File: src/rtl/intc_pkg.sv
// Shared constants, types and helpers of the interrupt source arbiter.
package intc_pkg;

   // Maskable sources on fixed priority levels, one per level except two on level 5.
   localparam int          NUM_LEVELS        = 16;
   localparam int          LEVEL_W           = 4;

   // Vector table placement: level n sits at base plus two times n.
   localparam logic [15:0] NMI_VECTOR        = 16'h0004;
   localparam logic [15:0] VECTOR_BASE       = 16'h0004;
   localparam logic [15:0] VECTOR_STEP       = 16'h0002;

   // Level numbers that the block drives on its own.
   localparam int          LVL_WATCHDOG      = 0;
   localparam int          LVL_SERIAL_RX     = 5;

   // Register byte offsets on the Wishbone slave.
   localparam logic [7:0]  OFS_REQUEST       = 8'h00;
   localparam logic [7:0]  OFS_MASK          = 8'h04;
   localparam logic [7:0]  OFS_CTRL          = 8'h08;
   localparam logic [7:0]  OFS_STATE         = 8'h0c;
   localparam logic [7:0]  OFS_EVT_STATUS    = 8'h10;
   localparam logic [7:0]  OFS_EVT_CLEAR     = 8'h14;
   localparam logic [7:0]  OFS_EVT_ENABLE    = 8'h18;

   // Reset values.
   localparam logic [15:0] REQUEST_RESET     = 16'h0000;
   localparam logic [15:0] MASK_RESET        = 16'hffff;
   localparam logic [1:0]  CTRL_RESET        = 2'h0;
   localparam logic [2:0]  EVT_ENABLE_RESET  = 3'h0;

   // Control register fields.
   localparam int          CTRL_GLOBAL_EN    = 0;
   localparam int          CTRL_WDT_MODE1    = 1;

   // State register fields.
   localparam int          STATE_VALID       = 4;
   localparam int          STATE_NMI         = 5;
   localparam int          STATE_VECTOR_LSB  = 16;

   // Event status fields.
   localparam int          NUM_EVENTS        = 3;
   localparam int          EVT_NMI_RAISED    = 0;
   localparam int          EVT_MASKABLE_ACK  = 1;
   localparam int          EVT_NMI_ACK       = 2;

   // What is shown to the processor core.
   typedef struct packed {
      logic               nmi;
      logic               valid;
      logic [LEVEL_W-1:0] level;
   } present_t;

   // Vector table address of a maskable level.
   function automatic logic [15:0] vector_of(input logic [LEVEL_W-1:0] level);
      vector_of = VECTOR_BASE + 16'(VECTOR_STEP * {12'h000, level});
   endfunction : vector_of

endpackage : intc_pkg

File: src/rtl/priority_pick.sv
// Fixed priority encoder: the lowest set index wins.
`timescale 1ns/1ps
module priority_pick #(
   parameter int W  = 16,
   parameter int IW = 4
) (
   input  wire logic [W-1:0]  req_in,
   output logic               found_out,
   output logic [IW-1:0]      level_out
);

   // Scan from the weakest level down so the strongest one is kept last.
   always_comb begin
      found_out = 1'b0;
      level_out = '0;
      for (int i = W - 1; i >= 0; i--) begin
         if (req_in[i]) begin
            found_out = 1'b1;
            level_out = IW'(i);
         end
      end
   end

endmodule : priority_pick

File: src/rtl/event_status.sv
// Sticky event status with write-one-to-clear, enable mask and level interrupt.
`timescale 1ns/1ps
module event_status #(
   parameter int N = 3
) (
   input  wire logic          clock_in,
   input  wire logic          sys_rst_in,
   input  wire logic [N-1:0]  event_in,
   input  wire logic          clear_we_in,
   input  wire logic          enable_we_in,
   input  wire logic [N-1:0]  wdata_in,
   output logic [N-1:0]       status_out,
   output logic [N-1:0]       enable_out,
   output logic               irq_out
);

   logic [N-1:0] next_status;
   logic [N-1:0] next_enable;

   // A new event wins over a clear written in the same cycle.
   assign next_status = event_in | (status_out & ~(clear_we_in ? wdata_in : '0));
   assign next_enable = enable_we_in ? wdata_in : enable_out;

   // Status, enable and the interrupt level all come from flip-flops.
   always_ff @(posedge clock_in) begin
      if (sys_rst_in) begin
         status_out <= '0;
         enable_out <= intc_pkg::EVT_ENABLE_RESET;
         irq_out    <= 1'b0;
      end else begin
         status_out <= next_status;
         enable_out <= next_enable;
         irq_out    <= |(next_status & next_enable);
      end
   end

endmodule : event_status

File: src/rtl/interrupt_source_arbiter.sv
// Interrupt source arbiter: request flags, masks, priority, vector hand-off.
//
// Added by the designer: the register addresses and the Wishbone interface to the registers.
`timescale 1ns/1ps
module interrupt_source_arbiter #(
   parameter int ADDR_W = 8
) (
   input  wire logic              clock_in,
   input  wire logic              sys_rst_in,
   // Wishbone classic slave.
   input  wire logic              wb_cyc_in,
   input  wire logic              wb_stb_in,
   input  wire logic              wb_we_in,
   input  wire logic [ADDR_W-1:0] wb_adr_in,
   input  wire logic [3:0]        wb_sel_in,
   input  wire logic [31:0]       wb_dat_in,
   output logic [31:0]            wb_dat_out,
   output logic                   wb_ack_out,
   // Request pulses from peripherals on the same clock.
   input  wire logic              watchdog_overflow_irq_in,
   input  wire logic              pin_edge_irq_0_in,
   input  wire logic              pin_edge_irq_1_in,
   input  wire logic              pin_edge_irq_2_in,
   input  wire logic              pin_edge_irq_3_in,
   input  wire logic              serial_rx_done_irq_in,
   input  wire logic              serial_sync_done_irq_in,
   input  wire logic              serial_tx_done_irq_in,
   input  wire logic              watch_timer_irq_in,
   input  wire logic              watch_interval_irq_in,
   input  wire logic              timer_match_irq_a_in,
   input  wire logic              timer_match_irq_b_in,
   input  wire logic              timer_match_irq_c_in,
   input  wire logic              wide_timer_match_irq_in,
   input  wire logic              key_return_irq_in,
   input  wire logic              conversion_done_irq_in,
   input  wire logic              comparator_irq_in,
   // Processor core side.
   input  wire logic              core_ack_in,
   output logic                   int_req_out,
   output logic                   nmi_req_out,
   output logic [15:0]            vector_out,
   output logic                   standby_release_out,
   output logic                   event_irq_out
);

   localparam int NL = intc_pkg::NUM_LEVELS;
   localparam int LW = intc_pkg::LEVEL_W;

   logic [NL-1:0]              request_flag;
   logic [NL-1:0]              mask_flag;
   logic [1:0]                 ctrl;
   logic                       nmi_pend;
   intc_pkg::present_t         pres;
   logic [NL-1:0]              next_request;
   logic [NL-1:0]              next_mask;
   logic [1:0]                 next_ctrl;
   logic                       next_nmi;
   intc_pkg::present_t         next_pres;
   logic [NL-1:0]              src_set;
   logic [NL-1:0]              ack_clear;
   logic [NL-1:0]              eligible;
   logic                       found;
   logic [LW-1:0]              level;
   logic                       global_enable_flag;
   logic                       wdt_mode1;
   logic                       nmi_set;
   logic                       nmi_ack;
   logic                       mask_ack;
   logic                       bus_req;
   logic                       bus_wr;
   logic                       wr_request;
   logic                       wr_mask;
   logic                       wr_ctrl;
   logic                       wr_evt_clear;
   logic                       wr_evt_enable;
   logic [31:0]                rd_data;
   logic [intc_pkg::NUM_EVENTS-1:0] evt_now;
   logic [intc_pkg::NUM_EVENTS-1:0] evt_status;
   logic [intc_pkg::NUM_EVENTS-1:0] evt_enable;

   // Merge a 16-bit register with write data under the two low byte lanes.
   function automatic logic [15:0] merge16(input logic [15:0] old, input logic [31:0] data,
                                           input logic [3:0] sel);
      merge16[7:0]  = sel[0] ? data[7:0]  : old[7:0];
      merge16[15:8] = sel[1] ? data[15:8] : old[15:8];
   endfunction : merge16

   // Register address match for one offset.
   function automatic logic hit(input logic [ADDR_W-1:0] adr, input logic [7:0] ofs);
      hit = (adr == ADDR_W'(ofs));
   endfunction : hit

   // Wishbone decode: one access is taken per request, answered next cycle.
   assign bus_req       = wb_cyc_in & wb_stb_in & ~wb_ack_out;
   assign bus_wr        = bus_req & wb_we_in;
   assign wr_request    = bus_wr & hit(wb_adr_in, intc_pkg::OFS_REQUEST);
   assign wr_mask       = bus_wr & hit(wb_adr_in, intc_pkg::OFS_MASK);
   assign wr_ctrl       = bus_wr & hit(wb_adr_in, intc_pkg::OFS_CTRL) & wb_sel_in[0];
   assign wr_evt_clear  = bus_wr & hit(wb_adr_in, intc_pkg::OFS_EVT_CLEAR) & wb_sel_in[0];
   assign wr_evt_enable = bus_wr & hit(wb_adr_in, intc_pkg::OFS_EVT_ENABLE) & wb_sel_in[0];

   assign global_enable_flag = ctrl[intc_pkg::CTRL_GLOBAL_EN];
   assign wdt_mode1          = ctrl[intc_pkg::CTRL_WDT_MODE1];

   // The watchdog overflow goes to exactly one path, chosen by its mode.
   assign nmi_set = watchdog_overflow_irq_in & wdt_mode1;

   // Source vector indexed by priority level; serial receive and synchronous completion share level 5.
   assign src_set = {comparator_irq_in,
                     conversion_done_irq_in,
                     key_return_irq_in,
                     wide_timer_match_irq_in,
                     timer_match_irq_c_in,
                     timer_match_irq_b_in,
                     timer_match_irq_a_in,
                     watch_interval_irq_in,
                     watch_timer_irq_in,
                     serial_tx_done_irq_in,
                     serial_rx_done_irq_in | serial_sync_done_irq_in,
                     pin_edge_irq_3_in,
                     pin_edge_irq_2_in,
                     pin_edge_irq_1_in,
                     pin_edge_irq_0_in,
                     watchdog_overflow_irq_in & ~wdt_mode1};

   // The core takes whatever is presented; that source alone is retired.
   assign nmi_ack   = core_ack_in & pres.valid & pres.nmi;
   assign mask_ack  = core_ack_in & pres.valid & ~pres.nmi;
   assign ack_clear = mask_ack ? (NL'(1) << pres.level) : '0;

   // Next flag state: a hardware set beats any clear in the same cycle.
   assign next_request = src_set |
                         ((wr_request ? merge16(request_flag, wb_dat_in, wb_sel_in)
                                      : request_flag) & ~ack_clear);
   assign next_mask    = wr_mask ? merge16(mask_flag, wb_dat_in, wb_sel_in) : mask_flag;
   assign next_ctrl    = wr_ctrl ? wb_dat_in[1:0] : ctrl;
   assign next_nmi     = nmi_set | (nmi_pend & ~nmi_ack);

   // Only set, unmasked flags take part, and only with the global enable.
   assign eligible = next_request & ~next_mask & {NL{next_ctrl[intc_pkg::CTRL_GLOBAL_EN]}};

   priority_pick #(
      .W  (NL),
      .IW (LW)
   ) u_pick (
      .req_in    (eligible),
      .found_out (found),
      .level_out (level)
   );

   // The non-maskable request bypasses arbitration and takes precedence.
   assign next_pres.nmi   = next_nmi;
   assign next_pres.valid = next_nmi | found;
   assign next_pres.level = next_nmi ? '0 : level;

   // Flags and control registers.
   always_ff @(posedge clock_in) begin
      if (sys_rst_in) begin
         request_flag <= intc_pkg::REQUEST_RESET;
         mask_flag    <= intc_pkg::MASK_RESET;
         ctrl         <= intc_pkg::CTRL_RESET;
         nmi_pend     <= 1'b0;
      end else begin
         request_flag <= next_request;
         mask_flag    <= next_mask;
         ctrl         <= next_ctrl;
         nmi_pend     <= next_nmi;
      end
   end

   // Presentation to the core is registered from next state, so the vector
   // on the port always names the source that an acknowledge now retires.
   always_ff @(posedge clock_in) begin
      if (sys_rst_in) begin
         pres                <= '0;
         int_req_out         <= 1'b0;
         nmi_req_out         <= 1'b0;
         vector_out          <= '0;
         standby_release_out <= 1'b0;
      end else begin
         pres                <= next_pres;
         int_req_out         <= next_pres.valid;
         nmi_req_out         <= next_pres.nmi;
         vector_out          <= next_nmi ? intc_pkg::NMI_VECTOR
                                         : intc_pkg::vector_of(level);
         standby_release_out <= next_nmi | (|(next_request & ~next_mask));
      end
   end

   // Bus-visible events for software monitoring.
   assign evt_now[intc_pkg::EVT_NMI_RAISED]   = nmi_set;
   assign evt_now[intc_pkg::EVT_MASKABLE_ACK] = mask_ack;
   assign evt_now[intc_pkg::EVT_NMI_ACK]      = nmi_ack;

   event_status #(
      .N (intc_pkg::NUM_EVENTS)
   ) u_events (
      .clock_in     (clock_in),
      .sys_rst_in   (sys_rst_in),
      .event_in     (evt_now),
      .clear_we_in  (wr_evt_clear),
      .enable_we_in (wr_evt_enable),
      .wdata_in     (wb_dat_in[intc_pkg::NUM_EVENTS-1:0]),
      .status_out   (evt_status),
      .enable_out   (evt_enable),
      .irq_out      (event_irq_out)
   );

   // Read multiplexer; unmapped and write-only addresses read as zero.
   assign rd_data =
      hit(wb_adr_in, intc_pkg::OFS_REQUEST)    ? {16'h0000, request_flag} :
      hit(wb_adr_in, intc_pkg::OFS_MASK)       ? {16'h0000, mask_flag} :
      hit(wb_adr_in, intc_pkg::OFS_CTRL)       ? {30'h00000000, ctrl} :
      hit(wb_adr_in, intc_pkg::OFS_STATE)      ? {vector_out, 10'h000, pres.nmi,
                                                  pres.valid, pres.level} :
      hit(wb_adr_in, intc_pkg::OFS_EVT_STATUS) ? {29'h00000000, evt_status} :
      hit(wb_adr_in, intc_pkg::OFS_EVT_ENABLE) ? {29'h00000000, evt_enable} :
      32'h00000000;

   // Bus answer: one ack cycle after each taken request, data held otherwise.
   always_ff @(posedge clock_in) begin
      if (sys_rst_in) begin
         wb_ack_out <= 1'b0;
         wb_dat_out <= '0;
      end else begin
         wb_ack_out <= bus_req;
         wb_dat_out <= bus_req ? rd_data : wb_dat_out;
      end
   end
endmodule : interrupt_source_arbiter

File: config.mk
export PLATFORM = sky130hd
export DESIGN_NAME = interrupt_source_arbiter
export DESIGN_NICKNAME = d
export VERILOG_FILES = /design/src/rtl/intc_pkg.sv /design/src/rtl/priority_pick.sv /design/src/rtl/event_status.sv /design/src/rtl/interrupt_source_arbiter.sv
export SDC_FILE = /design/constraint.sdc
export NUM_CORES = 1
export LEC_CHECK = 0
export BUFFER_PORTS_ARGS = -buffer_cell sky130_fd_sc_hd__buf_4
export CORE_ASPECT_RATIO = 0.7
export CORE_MARGIN = 8
export CORE_UTILIZATION = 25
export DETAILED_ROUTE_END_ITERATION = 10
export GPL_TIMING_DRIVEN = 0
export PLACE_DENSITY = 0.54
export SETUP_SLACK_MARGIN = 0.2
export SYNTH_ARGS = -nofsm -noshare
export SYNTH_HDL_FRONTEND = slang
export SYNTH_SLANG_ARGS = --single-unit
File: constraint.sdc
create_clock -name clock_in -period 7.05 [get_ports clock_in]
set_input_delay 1.41 -clock clock_in [delete_from_list [all_inputs] [get_ports clock_in]]
set_output_delay 1.41 -clock clock_in [all_outputs]
set_load 0.01 [all_outputs]
==> impl_metrics.py <==
metrics = {
    "outcome": {
        "run_status": "finished, final reports clean",
    },
    "worst_setup_path": {
        "slowest_delay_ns": 0.63,
        "startpoint": "wb_adr_in[3]",
        "crit_end": "vector_out[4]$_SDFF_PP0_",
        "critPathTopFamily": "simple AND/OR/NAND/NOR gates",
        "endpoint_kind": "register",
        "worstPathRequired_ns": 7.31,
        "reg2reg_from": "wb_ack_out$_SDFF_PP0_",
        "reg2reg_slack_ns": 3.47,
        "path_cells": "buf_4, nor4b_2, nand4_1, mux2_2, nor3_1, nor4_1, nor2b_1, o2111a_1, ha_1, nand2b_1, mux2i_1",
        "rr_endpoint": "vector_out[4]$_SDFF_PP0_",
        "crit_fanout": 8,
        "cp_num_buf_inv": 1,
        "critical-path-slowest-cell": "nand4_1",
        "path_class": "primary input to register",
        "rr_worst_depth": 11,
        "cp.arrival_ns": 4.70,
        "cp-start-kind": "primary input",
        "cp_num_cells": 11,
    },
    "yosys": {
        "synthCells": 440,
        "ys_seq_area_share_pct": 38.60,
        "synthTopCellsByArea": "dfxtp_1 39%, nor2_1 6.4%, mux2i_1 5.5%, buf_4 4.5%, nor3_1 3.3%",
        "yosys.area.top_type": "dfxtp_1",
        "synth.distinct_cells": 58,
        "yosysMostFrequentCell": "dfxtp_1",
        "synth-edff-count": 0,
        "synthTopCellsByCount": "74 x dfxtp_1, 65 x nor2_1, 25 x nor3_1",
        "syn_area_per_cell_um2": 8.721,
        "synth_warnings": 0,
        "synthFlopType": "dfxtp_1",
        "synth_top_area_share_pct": 38.60,
        "syn_area_um2": 3837,
        "ys_async_sr_fraction_pct": 0,
        "ys_seq_elements": 74,
    },
    "global_routing": {
        "grt_pass1_vias": 3747,
        "overflow": 0,
        "grt_max_degree": 13,
        "grt_use_total_pct": 14.52,
        "grt_pass1_wl_mm": 21.87,
        "antenna_found_initial": 0,
    },
    "clocking": {
        "cts_sinks": 74,
        "post_cts_buffers": 0,
        "cts_hold_buffers": 0,
        "insertion_delay_ns": 0.34,
        "htree_levels": 3,
        "cts_resized": 0,
        "cts_tree": "built",
        "clock_path_buffers": 2,
        "root_buffer": "clkbuf_16",
        "numCtsBuffers": 9,
        "clkTransAtPathRegs_ns": 0.06,
    },
    "drt": {
        "totalWireLength_mm": 14.25,
        "ant_nets": 0,
        "num_vias": 3775,
        "dr.pass1.iters": 5,
        "drt_iter0_markers": 339,
        "vias_per_cell": 5.000,
        "drcViolationCount": 0,
        "wl_per_cell_um": 18.87,
    },
    "power_and_ir_drop": {
        "power.total_uw": 1012,
        "p_per_area_nw_per_um2": 200.4,
        "power_leakage_uw": 0.002178,
        "ir_worst_vdd_mv": 0.1173,
    },
    "timing": {
        "max_freq_mhz": 225.0,
        "tightest_slew_ns": 1.188,
        "rsz0062_at_grt": "false",
        "drv_slew": 0,
        "period_minus_slack_ns": 4.445,
        "skew_ns": 0.01132,
        "setup_tns_ns": 0,
        "finalHoldViolations": 0,
        "finalSetupViolCount": 0,
        "post-route-period-util_pct": 63.05,
        "relSlewSlack_pct": 20.09,
    },
    "layout": {
        "fin_nets": 618,
        "num_antenna_cells": 0,
        "area_growth_pct": 31.56,
        "final_cells": 755,
        "drive_gt1_share_pct": 26.49,
        "utilization_pct": 33.08,
    },
    "placed_design": {
        "routabilityCongestion": 0.9186,
        "hpwl_mm": 11.18,
        "dp.cells": 739,
        "io_buffers": 78,
    },
    "min_path": {
        "hold_start": "wb_dat_out[9]$_SDFFE_PP0N_",
        "min_path_cells": 2,
        "worstHoldPathType": "register to register",
    },
    "floorplanning": {
        "coreArea_um2": 15260,
        "dieArea_um2": 19630,
        "pin_count": 120,
        "start_util_pct": 25.14,
        "die-width_um": 164.1,
        "std_cell_rows": 38,
        "die_h_um": 119.7,
    },
    "run": {
        "drv_cap": 0,
    },
}
==> layout make-up <==
class	instances	area, um2
plain buffers	43	259.0
clock inverters	5	53.80
well taps	200	250.2
fillers	1591	10210
clock buffers	11	242.7
inverters	6	22.52
multi-input cells	338	2153
flip-flops and latches	74	1481
repair buffers	78	585.6
==> worst min-delay path: cells and delay by family, from the launching register on <==
family / cells / cell delay (ns)
DFF: 1 / 0.31
and+or+nand+nor: 2 / 0.14
==> per-stage QoR <==
step / cell area, um2 / hold slack [ns] / setup WS (ns)
after CTS: 5049 / 0.4986 / 2.643
after global placement: 4752 / 0.4885 / 2.257
after floorplan: 3916 / 0.4623 / 3.158
final: 5049 / 0.4947 / 2.605
after global routing: 5049 / 0.5129 / 2.368
after detailed placement: 4752 / 0.4911 / 2.321
==> routing by layer <==
layer	part of all wire, %	global-route usage, %	vias to the layer above	wire length, um
li1	-	-	1808	-
met3	9.6	5.132	12	1371
met4	0.91	3.681	0	130
met1	48	20.60	1785	6861
met5	0	0	-	0
met2	41	20.33	170	5881
==> flip-flops by register name, summed over array words and instances, names as in the netlist <==
| register | flops |
|---|---|
| request_flag | 16 |
| standby_release_out | 1 |
| pres | 6 |
| u_events.status_out | 3 |
| mask_flag | 16 |
| u_events.irq_out | 1 |
| wb_ack_out | 1 |
| wb_dat_out | 21 |
| ctrl | 2 |
| u_events.enable_out | 3 |
| vector_out | 4 |
==> worst min path at each step <==
stage and end:
6_report wb_dat_out[9]$_SDFFE_PP0N_, 5_1_grt wb_dat_out[9]$_SDFFE_PP0N_, 4_1_cts wb_dat_out[9]$_SDFFE_PP0N_, 3_5_place_dp wb_dat_out[9]$_SDFFE_PP0N_
3_3_place_gp mask_flag[0]$_SDFF_PP1_, 2_1_floorplan mask_flag[9]$_SDFF_PP1_
==> report_power, final <==
group | internal, uW | total, uW | switching, uW
registers | 431 | 438 | 6.97
clock network | 282 | 459 | 177
logic | 53.5 | 115 | 61.2
==> kinds of logic after synthesis <==
kind of cell	share of synthesized area, %
buf+inv	7.336
fa+ha+maj	0.3260
mux	8.216
flops	38.60
compound gates	15.62
simple gates	29.80
other cells	0.09772
==> cell usage in the layout (no fill, tap or decap), drive strengths merged, types with 8 or more instances in the layout <==
cell / count
nand2: 23
buf: 105
or2: 10
nand3: 8
dfxtp: 74
clkbuf: 27
a221oi: 13
conb: 22
a21oi: 8
mux2: 9
mux2i: 21
nor2b: 13
nor3: 25
a22oi: 12
nor2: 65
nand2b: 18
No activity file was read; power rests on OpenSTA's default activity.
